`config.mk`:
```
export PLATFORM = sky130hd
export DESIGN_NAME = serial_unit
export DESIGN_NICKNAME = d
export VERILOG_FILES = /design/src/rtl/serial_unit_pkg.sv /design/src/rtl/serial_unit.sv
export SDC_FILE = /design/constraint.sdc
export NUM_CORES = 1
export LEC_CHECK = 0
export BUFFER_PORTS_ARGS = -buffer_cell sky130_fd_sc_hd__clkbuf_2
export CORE_MARGIN = 2
export CORE_UTILIZATION = 60
export DETAILED_ROUTE_END_ITERATION = 10
export GPL_TIMING_DRIVEN = 0
export PLACE_DENSITY = 0.77
export SLEW_MARGIN = 10
export SYNTH_ARGS = -nofsm -noshare
export SYNTH_HDL_FRONTEND = slang
export SYNTH_HIERARCHICAL = 1
export SYNTH_SLANG_ARGS = --single-unit
```
`constraint.sdc`:
```
create_clock -name clk -period 7 [get_ports clk]
set_input_delay 0.7 -clock clk [delete_from_list [all_inputs] [get_ports clk]]
set_output_delay 0.7 -clock clk [all_outputs]
set_load 0.03 [all_outputs]
```
`src/rtl/serial_unit_pkg.sv`:
```
// serial_unit_pkg: shared types and constants of the serial frame unit
// assumes a single 25 MHz clock and plain configuration ports, no bus
package serial_unit_pkg;

   // clock rate, kept for reference of bit timing
   localparam int unsigned CLK_PERIOD_NS = 40;

   // parity select codes {parity_select_high, parity_select_low}
   localparam logic [1:0] PAR_NONE = 2'h0;
   localparam logic [1:0] PAR_ZERO = 2'h1;
   localparam logic [1:0] PAR_ODD = 2'h2;
   localparam logic [1:0] PAR_EVEN = 2'h3;

   // frame geometry
   localparam int unsigned CHAR_MAX = 8;
   localparam int unsigned FRAME_MAX = 12;
   localparam logic [3:0] CHAR_LEN_7 = 4'h7;
   localparam logic [3:0] CHAR_LEN_8 = 4'h8;

   // transmit buffering ahead of the shifter
   localparam int unsigned TX_FIFO_DEPTH = 32;
   localparam int unsigned TX_FIFO_WIDTH = 8;

   // reset values
   localparam logic LINE_IDLE = 1'b1;
   localparam logic [7:0] DATA_RESET = 8'h00;

   // mode and control bits as software sets them
   typedef struct packed {
      logic interface_power_enable;  // unit powered
      logic transmit_enable_bit;     // transmitter enabled
      logic receive_enable_bit;      // receiver enabled
      logic parity_select_high;      // parity code, upper bit
      logic parity_select_low;       // parity code, lower bit
      logic char_length_select;      // 1: eight bits, 0: seven
      logic stop_length_select;      // 1: two stop bits, 0: one
      logic bit_order_select;        // 1: lsb first, 0: msb first
      logic tx_line_invert;          // complement the transmit waveform
   } mode_cfg_t;

   // port pin settings of both pins
   typedef struct packed {
      logic out_pin_direction;  // 0: output, 1: input
      logic out_pin_latch;      // port output latch
      logic in_pin_direction;   // 1: input
   } pin_cfg_t;

   // received character with its status
   typedef struct packed {
      logic [7:0] data;
      logic parity_error;
      logic framing_error;
   } rx_result_t;

   // transmitter states
   typedef enum logic [1:0] {
      TX_IDLE = 2'b01,
      TX_SHIFT = 2'b10
   } tx_state_t;

   // receiver states
   typedef enum logic [2:0] {
      RX_IDLE = 3'b001,
      RX_START = 3'b010,
      RX_BITS = 3'b100
   } rx_state_t;

endpackage : serial_unit_pkg

```
`src/rtl/serial_unit.sv`:
```
// serial_unit: asynchronous serial frame transmitter with a parity-checking receiver
// assumes all inputs synchronous to clk; pins resolved outside from o/oe_n pairs
`timescale 1ns/1ns

////////////////////////////////////////////////////////////////////////////////
// first-in first-out buffer with valid/ready on both sides
module fifo_buffer #(
   parameter int unsigned WIDTH = 8,
   parameter int unsigned DEPTH = 32
) (
   // clock and reset
   input wire logic clk,
   input wire logic rst,
   // filling side
   input wire logic [WIDTH-1:0] in_data,
   input wire logic in_valid,
   output logic in_ready,
   // draining side
   output logic [WIDTH-1:0] out_data,
   output logic out_valid,
   input wire logic out_ready,
   // synchronous flush
   input wire logic flush
);
   localparam int unsigned AW = $clog2(DEPTH);

   logic [WIDTH-1:0] mem [DEPTH];  // storage
   logic [AW:0] wr_q;  // write pointer with wrap bit
   logic [AW:0] rd_q;  // read pointer with wrap bit

   // full when pointers differ only in the wrap bit
   assign in_ready = !((wr_q[AW] != rd_q[AW]) && (wr_q[AW-1:0] == rd_q[AW-1:0]));
   assign out_valid = (wr_q != rd_q);
   assign out_data = mem[rd_q[AW-1:0]];

   // storage write
   always_ff @(posedge clk)
   begin
      if (in_valid && in_ready)
      begin
         mem[wr_q[AW-1:0]] <= in_data;
      end
   end

   // pointer update
   always_ff @(posedge clk or posedge rst)
   begin
      if (rst)
      begin
         wr_q <= '0;
         rd_q <= '0;
      end
      else if (flush)
      begin
         wr_q <= '0;
         rd_q <= '0;
      end
      else
      begin
         if (in_valid && in_ready)
         begin
            wr_q <= wr_q + 1'b1;
         end
         if (out_valid && out_ready)
         begin
            rd_q <= rd_q + 1'b1;
         end
      end
   end
endmodule : fifo_buffer

////////////////////////////////////////////////////////////////////////////////
// top of the serial unit
module serial_unit
   import serial_unit_pkg::*;
(
   // clock and reset
   input wire logic clk,
   input wire logic rst,
   // configuration
   input wire mode_cfg_t mode_cfg,
   input wire pin_cfg_t pin_cfg,
   input wire logic [7:0] baud_divisor,
   // transmit data from software
   input wire logic [7:0] tx_data,
   input wire logic tx_valid,
   output logic tx_ready,
   // transmit status
   output logic tx_busy,
   output logic tx_complete_irq,
   // receive results
   output rx_result_t rx_result,
   output logic rx_valid,
   // transmit pin
   output logic serial_out_pin_o,
   output logic serial_out_pin_oe_n,
   // receive pin
   input wire logic serial_in_pin_i
);

   /////////////////////////////////////////////////////////////////////////////
   // declarations
   logic powered;          // unit powered
   logic tx_on;            // transmitter running
   logic rx_on;            // receiver running
   logic [1:0] par_sel;    // parity code
   logic [3:0] char_len;   // 7 or 8
   logic par_present;      // frame has a parity position
   logic [7:0] buf_data;   // head of transmit buffer
   logic buf_valid;        // buffer holds a byte
   logic buf_take;         // hand-off into shifter
   tx_state_t tx_state_q;  // transmitter state
   logic [11:0] shifter_q; // transmit shifter, bit 0 on the line
   logic [3:0] bits_left_q;// bits still to send
   logic [8:0] tx_cnt_q;   // bit period counter
   logic bit_tick;         // end of one bit period
   logic line_q;           // serial waveform before inversion
   logic serial_wave;      // waveform after inversion
   logic tx_pin_serial;    // pin in serial function
   logic [11:0] frame;     // assembled frame
   logic [3:0] frame_bits; // its length
   logic rx_in;            // internal receive input
   rx_state_t rx_state_q;  // receiver state
   logic [8:0] rx_cnt_q;   // receive period counter
   logic [9:0] rx_bits_q;  // sampled bits after start
   logic [3:0] rx_idx_q;   // next sample index
   logic [3:0] rx_need;    // samples per frame after start

   /////////////////////////////////////////////////////////////////////////////
   // configuration decode
   assign powered = mode_cfg.interface_power_enable;
   assign tx_on = powered && mode_cfg.transmit_enable_bit;
   assign rx_on = powered && mode_cfg.receive_enable_bit;
   assign par_sel = {mode_cfg.parity_select_high, mode_cfg.parity_select_low};
   assign char_len = mode_cfg.char_length_select ? CHAR_LEN_8 : CHAR_LEN_7;
   assign par_present = (par_sel != PAR_NONE);

   /////////////////////////////////////////////////////////////////////////////
   // transmit buffer; drains only into an idle enabled transmitter
   assign buf_take = buf_valid && tx_on && (tx_state_q == TX_IDLE);

   fifo_buffer #(
      .WIDTH(TX_FIFO_WIDTH),
      .DEPTH(TX_FIFO_DEPTH)
   ) u_tx_fifo (
      .clk(clk),
      .rst(rst),
      .in_data(tx_data),
      .in_valid(tx_valid),
      .in_ready(tx_ready),
      .out_data(buf_data),
      .out_valid(buf_valid),
      .out_ready(buf_take),
      .flush(!tx_on)
   );

   /////////////////////////////////////////////////////////////////////////////
   // frame assembly: start, ordered characters, parity, stop ones
   always_comb
   begin
      logic ones;
      ones = ^(buf_data & (mode_cfg.char_length_select ? 8'hff : 8'h7f));
      frame = '1;
      frame[0] = 1'b0;
      for (int i = 0; i < CHAR_MAX; i++)
      begin
         if (i < int'(char_len))
         begin
            // lsb first or mirrored within the character width
            frame[1+i] = mode_cfg.bit_order_select ? buf_data[i]
                                                   : buf_data[int'(char_len)-1-i];
         end
      end
      // parity at position after the last character bit
      unique case (par_sel)
         PAR_EVEN: frame[char_len+4'h1] = ones;
         PAR_ODD:  frame[char_len+4'h1] = !ones;
         PAR_ZERO: frame[char_len+4'h1] = 1'b0;
         PAR_NONE: frame[char_len+4'h1] = 1'b1;   // stop
      endcase
      // start + chars + parity + stops
      frame_bits = 4'h1 + char_len + {3'h0, par_present}
                 + (mode_cfg.stop_length_select ? 4'h2 : 4'h1);
   end

   /////////////////////////////////////////////////////////////////////////////
   // bit period divider: two counts of the divisor per bit
   assign bit_tick = (tx_state_q == TX_SHIFT) && (tx_cnt_q == {baud_divisor, 1'b0} - 9'h1);

   always_ff @(posedge clk or posedge rst)
   begin
      if (rst)
      begin
         tx_cnt_q <= '0;
      end
      else if (!tx_on || (tx_state_q == TX_IDLE) || bit_tick)
      begin
         tx_cnt_q <= '0;
      end
      else
      begin
         tx_cnt_q <= tx_cnt_q + 9'h1;
      end
   end

   /////////////////////////////////////////////////////////////////////////////
   // transmit sequencer and shifter
   always_ff @(posedge clk or posedge rst)
   begin
      if (rst)
      begin
         tx_state_q <= TX_IDLE;
         shifter_q <= '1;
         bits_left_q <= '0;
         line_q <= LINE_IDLE;
      end
      else if (!tx_on)
      begin
         // disabled transmitter is held in reset
         tx_state_q <= TX_IDLE;
         shifter_q <= '1;
         bits_left_q <= '0;
         line_q <= LINE_IDLE;
      end
      else
      begin
         unique case (tx_state_q)
            TX_IDLE:
            begin
               if (buf_take)
               begin
                  // copy buffer into shifter, start bit on the line
                  shifter_q <= {1'b1, frame[11:1]};
                  line_q <= frame[0];
                  bits_left_q <= frame_bits;
                  tx_state_q <= TX_SHIFT;
               end
            end
            TX_SHIFT:
            begin
               if (bit_tick)
               begin
                  if (bits_left_q == 4'h1)
                  begin
                     line_q <= LINE_IDLE;
                     tx_state_q <= TX_IDLE;
                  end
                  else
                  begin
                     line_q <= shifter_q[0];
                     shifter_q <= {1'b1, shifter_q[11:1]};
                  end
                  bits_left_q <= bits_left_q - 4'h1;
               end
            end
         endcase
      end
   end

   // completion pulse as the last stop bit period ends
   always_ff @(posedge clk or posedge rst)
   begin
      if (rst)
      begin
         tx_complete_irq <= 1'b0;
      end
      else
      begin
         tx_complete_irq <= tx_on && bit_tick && (bits_left_q == 4'h1);
      end
   end

   assign tx_busy = (tx_state_q == TX_SHIFT);

   /////////////////////////////////////////////////////////////////////////////
   // transmit pin: serial function or plain port
   assign serial_wave = tx_on ? (line_q ^ mode_cfg.tx_line_invert) : LINE_IDLE;
   assign tx_pin_serial = tx_on && !pin_cfg.out_pin_direction && pin_cfg.out_pin_latch;
   assign serial_out_pin_o = tx_pin_serial ? serial_wave : pin_cfg.out_pin_latch;
   assign serial_out_pin_oe_n = pin_cfg.out_pin_direction;

   /////////////////////////////////////////////////////////////////////////////
   // receive input: forced high unless the pin serves reception
   assign rx_in = (rx_on && pin_cfg.in_pin_direction) ? serial_in_pin_i : 1'b1;
   assign rx_need = char_len + {3'h0, par_present} + 4'h1;

   /////////////////////////////////////////////////////////////////////////////
   // receive sequencer: start check at mid bit, then one sample per bit
   always_ff @(posedge clk or posedge rst)
   begin
      if (rst)
      begin
         rx_state_q <= RX_IDLE;
         rx_cnt_q <= '0;
         rx_idx_q <= '0;
         rx_bits_q <= '0;
      end
      else if (!rx_on)
      begin
         rx_state_q <= RX_IDLE;
         rx_cnt_q <= '0;
         rx_idx_q <= '0;
      end
      else
      begin
         unique case (rx_state_q)
            RX_IDLE:
            begin
               rx_cnt_q <= '0;
               rx_idx_q <= '0;
               if (!rx_in)
               begin
                  rx_state_q <= RX_START;
               end
            end
            RX_START:
            begin
               // half a bit later the line must still be low
               if (rx_cnt_q == {1'b0, baud_divisor} - 9'h1)
               begin
                  rx_cnt_q <= '0;
                  rx_state_q <= rx_in ? RX_IDLE : RX_BITS;
               end
               else
               begin
                  rx_cnt_q <= rx_cnt_q + 9'h1;
               end
            end
            RX_BITS:
            begin
               if (rx_cnt_q == {baud_divisor, 1'b0} - 9'h1)
               begin
                  rx_cnt_q <= '0;
                  rx_bits_q[rx_idx_q] <= rx_in;
                  rx_idx_q <= rx_idx_q + 4'h1;
                  if (rx_idx_q == rx_need - 4'h1)
                  begin
                     rx_state_q <= RX_IDLE;
                  end
               end
               else
               begin
                  rx_cnt_q <= rx_cnt_q + 9'h1;
               end
            end
            default:
            begin
               rx_state_q <= RX_IDLE;
            end
         endcase
      end
   end

   /////////////////////////////////////////////////////////////////////////////
   // receive result: reorder, check parity and stop once the stop bit is in
   always_ff @(posedge clk or posedge rst)
   begin
      if (rst)
      begin
         rx_result <= '0;
         rx_valid <= 1'b0;
      end
      else
      begin
         rx_valid <= 1'b0;
         // sequencer has just returned to idle with every sample taken
         if (rx_on && (rx_state_q == RX_IDLE) && (rx_idx_q == rx_need)
             && (rx_cnt_q == 9'h0))
         begin
            logic [7:0] d;
            logic ones;
            d = DATA_RESET;
            for (int i = 0; i < CHAR_MAX; i++)
            begin
               if (i < int'(char_len))
               begin
                  d[i] = mode_cfg.bit_order_select ? rx_bits_q[i]
                                                   : rx_bits_q[int'(char_len)-1-i];
               end
            end
            ones = (^d) ^ rx_bits_q[char_len];
            rx_result.data <= d;
            unique case (par_sel)
               PAR_EVEN: rx_result.parity_error <= ones;
               PAR_ODD:  rx_result.parity_error <= !ones;
               PAR_ZERO: rx_result.parity_error <= 1'b0;
               PAR_NONE: rx_result.parity_error <= 1'b0;
            endcase
            rx_result.framing_error <= !rx_bits_q[rx_need-4'h1];
            rx_valid <= 1'b1;
         end
      end
   end

   // helper: bit periods counted within a frame
   logic [3:0] ticks_q;
   logic [3:0] nbits_q;
   always_ff @(posedge clk or posedge rst)
   begin
      if (rst)
      begin
         ticks_q <= '0;
         nbits_q <= '0;
      end
      else if (buf_take)
      begin
         ticks_q <= '0;
         nbits_q <= frame_bits;
      end
      else if (bit_tick)
      begin
         ticks_q <= ticks_q + 4'h1;
      end
   end
endmodule : serial_unit

```
**After elaboration in Yosys (flattened, before gate mapping)**

Memory sizes are Yosys's and may differ from the RTL's.
Index checks and enable logic that the tools add are counted.

- Bits in read-only memories: 0
- Register bits after elaboration: 78
- Word-level logic and storage cells: 290
- Bits in latches: 0
- Input port bits: 32
- Output and inout port bits: 16
- Bits in writable memories: 256
- Memories kept: 1

Memory list:

| name | depth | bits a word | read ports | clocked after memory_dff | wr ports | RTL line | RTL |
|---|---|---|---|---|---|---|---|
| u_tx_fifo.mem | 32 | 8 | 1 | 0 | 1 | serial_unit.sv:27 | `logic [WIDTH-1:0] mem [DEPTH];` |

- Add/sub/neg operators: 22
- Shifts and indexed selects: 0
- $lt $le $gt $ge: 30
- Reductions and logical operators: 38
- Equality and inequality tests: 29
- Bitwise operators: 6
- Multiply operators: 0
- Divide/modulo/power cells: 0
- Mux-type cells: 148

Operator list:

| cell | number |
|---|---|
| $lt 32x5->1 const B | 6 |
| $lt 32x6->1 const B | 6 |
| $mux 1 | 86 |
| $mux 12 | 4 |
| $pmux 12 s4 | 1 |
| $bmux 1 s4 | 10 |
| $mux 9 | 4 |
| $eq 9x9->1 | 3 |
| $pmux 9 s3 | 1 |
| $bmux 1 s3 | 8 |
| $bwmux 12 | 2 |
| $mux 4 | 6 |
| $mux 6 | 4 |
| $pmux 12 s2 | 1 |
| $sub 5x4->6 const B | 4 |
| $lt 4x5->1 const B | 4 |
| $add 9x1->9 const B | 2 |
| $logic_and 1x1->1 | 18 |
| $mux 3 | 6 |
| $lt 3x4->1 const A | 4 |
| $pmux 4 s2 | 2 |
| $reduce_xor 8->1 | 2 |
| $ne 3x3->1 const B | 5 |
| $add 6x1->6 const B | 2 |
| other kinds (53) | 82 |

**Longest topological paths before layout**

- Depth after elaboration: 13
- Depth in mapped cells: 13
- Gate-level depth less buffers: 10

**Cells and area by module**

The synthesis kept the hierarchy.

By module, submodules not included:

| module | area each (um2) | times used | cells an instance |
|---|---|---|---|
| fifo_buffer | 10635.2 | 1 | 491 |
| serial_unit | 4675.7 | 1 | 502 |

**Worst setup path before layout**

OpenSTA, ideal clock, no wires.

- Kind: flip-flop to flip-flop
- Start: register u_tx_fifo.rd_q[2]
- End: register shifter_q[7]
- Library setup time: 0.082 ns
- Period minus slack after synthesis: 3.490 ns
- Stages on the path, launching flop included: 14
- Arrival time: 3.408 ns
- Slack: 3.510 ns
- Path buffers: 3
- Cell sequence: dfrtp_1 -> clkbuf_1 -> buf_2 -> buf_1 -> mux4_2 -> mux4_2 -> mux2_2 -> xor2_1 -> xnor2_1 -> xnor3_1 -> a211o_1 -> nand3_1 -> o31ai_1 -> a22oi_1

- Cells in the longest elaborated chain, start to end: 11
- Elaborated cells on any way between the ends: 22
- Classes of those cells: eq/ne (2); mux (11); bitwise (3); reduce/logical (5); memory (1)

Ends and longest elaborated chain:

| what | RTL line | RTL |
|---|---|---|
| start: declaration | serial_unit.sv:29 | `logic [AW:0] rd_q;` |
| start signal: assignment | serial_unit.sv:66 | `rd_q <= rd_q + 1'b1;` |
| $mem_v2 32x8 (*) | -- |  |
| via buf_data[0] | serial_unit.sv:109 | `logic [7:0] buf_data;` |
| $bmux 1 s3 | serial_unit.sv:171 | `: buf_data[int'(char_len)-1-i];` |
| $mux 1 (implied by the code) (2 in series) | serial_unit.sv:171 |  |
| $mux 1 | serial_unit.sv:170 | `frame[1+i] = mode_cfg.bit_order_select ? buf_data[i]` |
| $mux 1 | serial_unit.sv:167 | `if (i < int'(char_len))` |
| $or 12x12->12 (no line) (tied with other cells) | -- |  |
| $pmux 12 s4 (*) | serial_unit.sv:175 | `unique case (par_sel)` |
| $mux 12 (*) | serial_unit.sv:230 | `if (buf_take)` |
| $pmux 12 s2 (*) | serial_unit.sv:227 | `unique case (tx_state_q)` |
| $mux 12 (*) | serial_unit.sv:217 | `else if (!tx_on)` |
| end signal: assignment | serial_unit.sv:233 | `shifter_q <= {1'b1, frame[11:1]};` |
| end signal: assignment | serial_unit.sv:251 | `shifter_q <= {1'b1, shifter_q[11:1]};` |
| end: declaration | serial_unit.sv:113 | `logic [11:0] shifter_q;` |

Mark *: on every way through the listed nets, which the timed path passes. The rest lies on a longest branch. The select of a mux whose other input is x is not followed.
A chain may end at the register's enable or synchronous reset.

**Worst setup path in the final report**

Same ends and word-level chain as after synthesis.

==> metrics.yaml <==
run_status:
  outcome: "complete, no violations"
placed_design:
  place.gp.congestion: 0.895
  postPlaceCellArea_um2: 15900
  dp_cells: 1367
  numPortBuffers: 44
  dpl.hpwl_um: 21300
  dpl_worst_slack_ps: 2620
synth:
  syn_inst: 993
  syn_area_um2: 15300
  yosysWarnings: 6
  synth_edf_count: 256
  ys_ff_latch: 332
  synth_nets: 1045
  ys.flop_type: "edfxtp_1"
  ys_seq_area_frac: 0.627
  async_flop_share: 0.229
  syn_area_per_cell_um2: 15.4
  yosysUniqueCellTypes: 77
  synth_area_leaders: "edfxtp_1 50%, mux4_2 12%, dfrtp_1 10%, dfstp_2 2.2%, xnor2_1 2.2%"
  synth_top_area_share: 0.502
  synth_top_cell_by_area: "edfxtp_1"
global_routing:
  antenna_found_initial: 0
  grt_max_degree: 65
  grt_pass1_wl_um: 49500
  overflow: 0
  grtUsageTotal: 0.248
  grt_pass1_vias: 8727
sta:
  worst_pin_slew_ps: 1030
  post-route-period-util: 0.623
  fin_hold_ws_ps: 247
  drv_slew: 0
  slew_headroom: 0.312
  setup_violations: 0
  fin_ws_ps: 2640
  hold_viol: 0
  rsz0062_at_grt: "false"
  skew_ps: 22.9
  final.min_clock_period_ps: 4360
  fin_tns_setup_ps: 0
  max_freq_ghz: 0.229
worst_setup_path:
  cp_max_fo: 10
  path_cells: "clkbuf_1, buf_2, buf_1, mux4_2, mux4_2, mux2_2, xor2_1, xnor2_1, xnor3_1, a211o_1, nand3_1, o31ai_1, a22oi_1"
  worst_setup_path_start_kind: "register"
  crit_path_frequent_cell: "mux4_2"
  crit_required_ps: 7430
  crit_path_end_kind: "register"
  max_stage_delay_ps: 680
  worstSetupPathType: "register to register"
  cp.arrival_ps: 4790
  crit_path_top_delay_cell: "buf_1"
  cp_top_family: "multiplexers"
  ff2ff_setup_slack_ps: 2640
  path_buf_inv: 3
final_layout:
  nets: 1126
  drive_above_1_share: 0.232
  final_util: 0.679
  final_cell_mix: "256 x edfxtp_1, 81 x nor2_1, 81 x mux4_2"
  syn_to_final_growth_pct: 11.3
  n_fill_cell: 1703
  instances_no_fill: 1429
  final_area_um2: 17000
  layout_commonest_cell: "edfxtp_1"
  diodes: 0
floorplan:
  die_x_um: 164
  coreArea_um2: 25100
  die_h_um: 164
  initial_core_util: 0.610
  rows: 58
  fp.dieArea_um2: 26800
  ios: 48
drt:
  routed_via_density: 6.16
  final_antenna_net_count: 0
  first_pass_iters: 6
  wl_um: 32100
  drc_errors: 0
  vias: 8807
  wire_per_inst_um: 22.5
  drt_iter0_markers: 937
job:
  max_cap_viol_count: 0
power:
  vdd_drop_max_uv: 277
  p_leak_nw: 5.90
  cellPowerDensity_nw_per_um2: 242
  power.total_mw: 4.13
clock_network:
  cts_num_sinks: 332
  clock_path_buffers: 3
  numCtsBuffers: 35
  cts_tree: "yes"
  cts_root_buf: "clkbuf_16"
  ctsHoldBuffers: 0
  clk_pin_slew_ps: 60
  postCtsSetupBuffers: 0
  clk_latency_ps: 530
  htreeDepth: 2
  cts-resized-gates: 0
min_path:
  hp-class: "input pin to asynchronous set/reset pin"
-- registers in the layout, indices dropped and copies added (netlist names), 2 cells and up --
signal          cells
rx_bits_q          10
rx_cnt_q            9
bits_left_q         4
rx_idx_q            4
rx_state_q          3
shifter_q          10
u_tx_fifo/mem     256
tx_cnt_q            9
tx_state_q          2
rx_result          10
u_tx_fifo/rd_q      6
u_tx_fifo/wr_q      6
-- report_power, final --
part	switching, mW	internal [mW]	leakage [nW]
sequential	0.00946	2.14	3.31
combinational	0.121	0.0705	2.06
clock	0.763	1.03	0.530
-- per-layer routing --
layer	vias up	routed length [µm]	track usage
met2	308	15600	0.407
met4	0	1240	0.0953
met1	4489	13000	0.333
met5	-	0	0
met3	74	2300	0.0490
li1	3936	-	-
-- final timing paths --
kind                                         from           endpoint  depth (start not counted)
min in group clk                      mode_cfg[6]        rx_idx_q[2]                          3
max in group asynchronous                     rst      tx_state_q[1]                          2
worst max register to register  u_tx_fifo/rd_q[2]       shifter_q[7]                         13
worst max-delay path            u_tx_fifo/rd_q[2]       shifter_q[7]                         13
worst min register to register       rx_bits_q[9]       rx_bits_q[9]                          1
worst min-delay path                          rst  u_tx_fifo/wr_q[3]                          2
-- Yosys cell counts, drive strengths merged (13+ instances only) --
cell,instances
mux2i,16
mux2,32
edfxtp,256
xor2,20
buf,22
xnor2,38
nand3,21
nor2,83
a21oi,21
mux4,81
dfstp,13
o21ai,34
clkbuf,32
dfrtp,63
inv,28
ha,19
nand2,72
-- kinds of logic after synthesis --
logic type,after synthesis,share of synthesized area
flip-flops,332,0.627
AND/OR/NAND/NOR,262,0.0847
multiplexers,129,0.153
AO/OA/AOI/OAI,101,0.0475
buffers and inverters,82,0.0241
XOR/XNOR,67,0.0464
adder cells (fa/ha/maj),20,0.0168
-- layout make-up --
type,count,area (µm²),area share
sequential,332,9610,0.564
multi-input combinational,579,5340,0.313
clock buffer,48,935,0.0548
tap,330,413,0.0242
buffer,54,264,0.0155
timing repair buffer,44,220,0.0129
clock inverter,14,163,0.00954
inverter,28,108,0.00631
(Power assumes the default switching activity.)
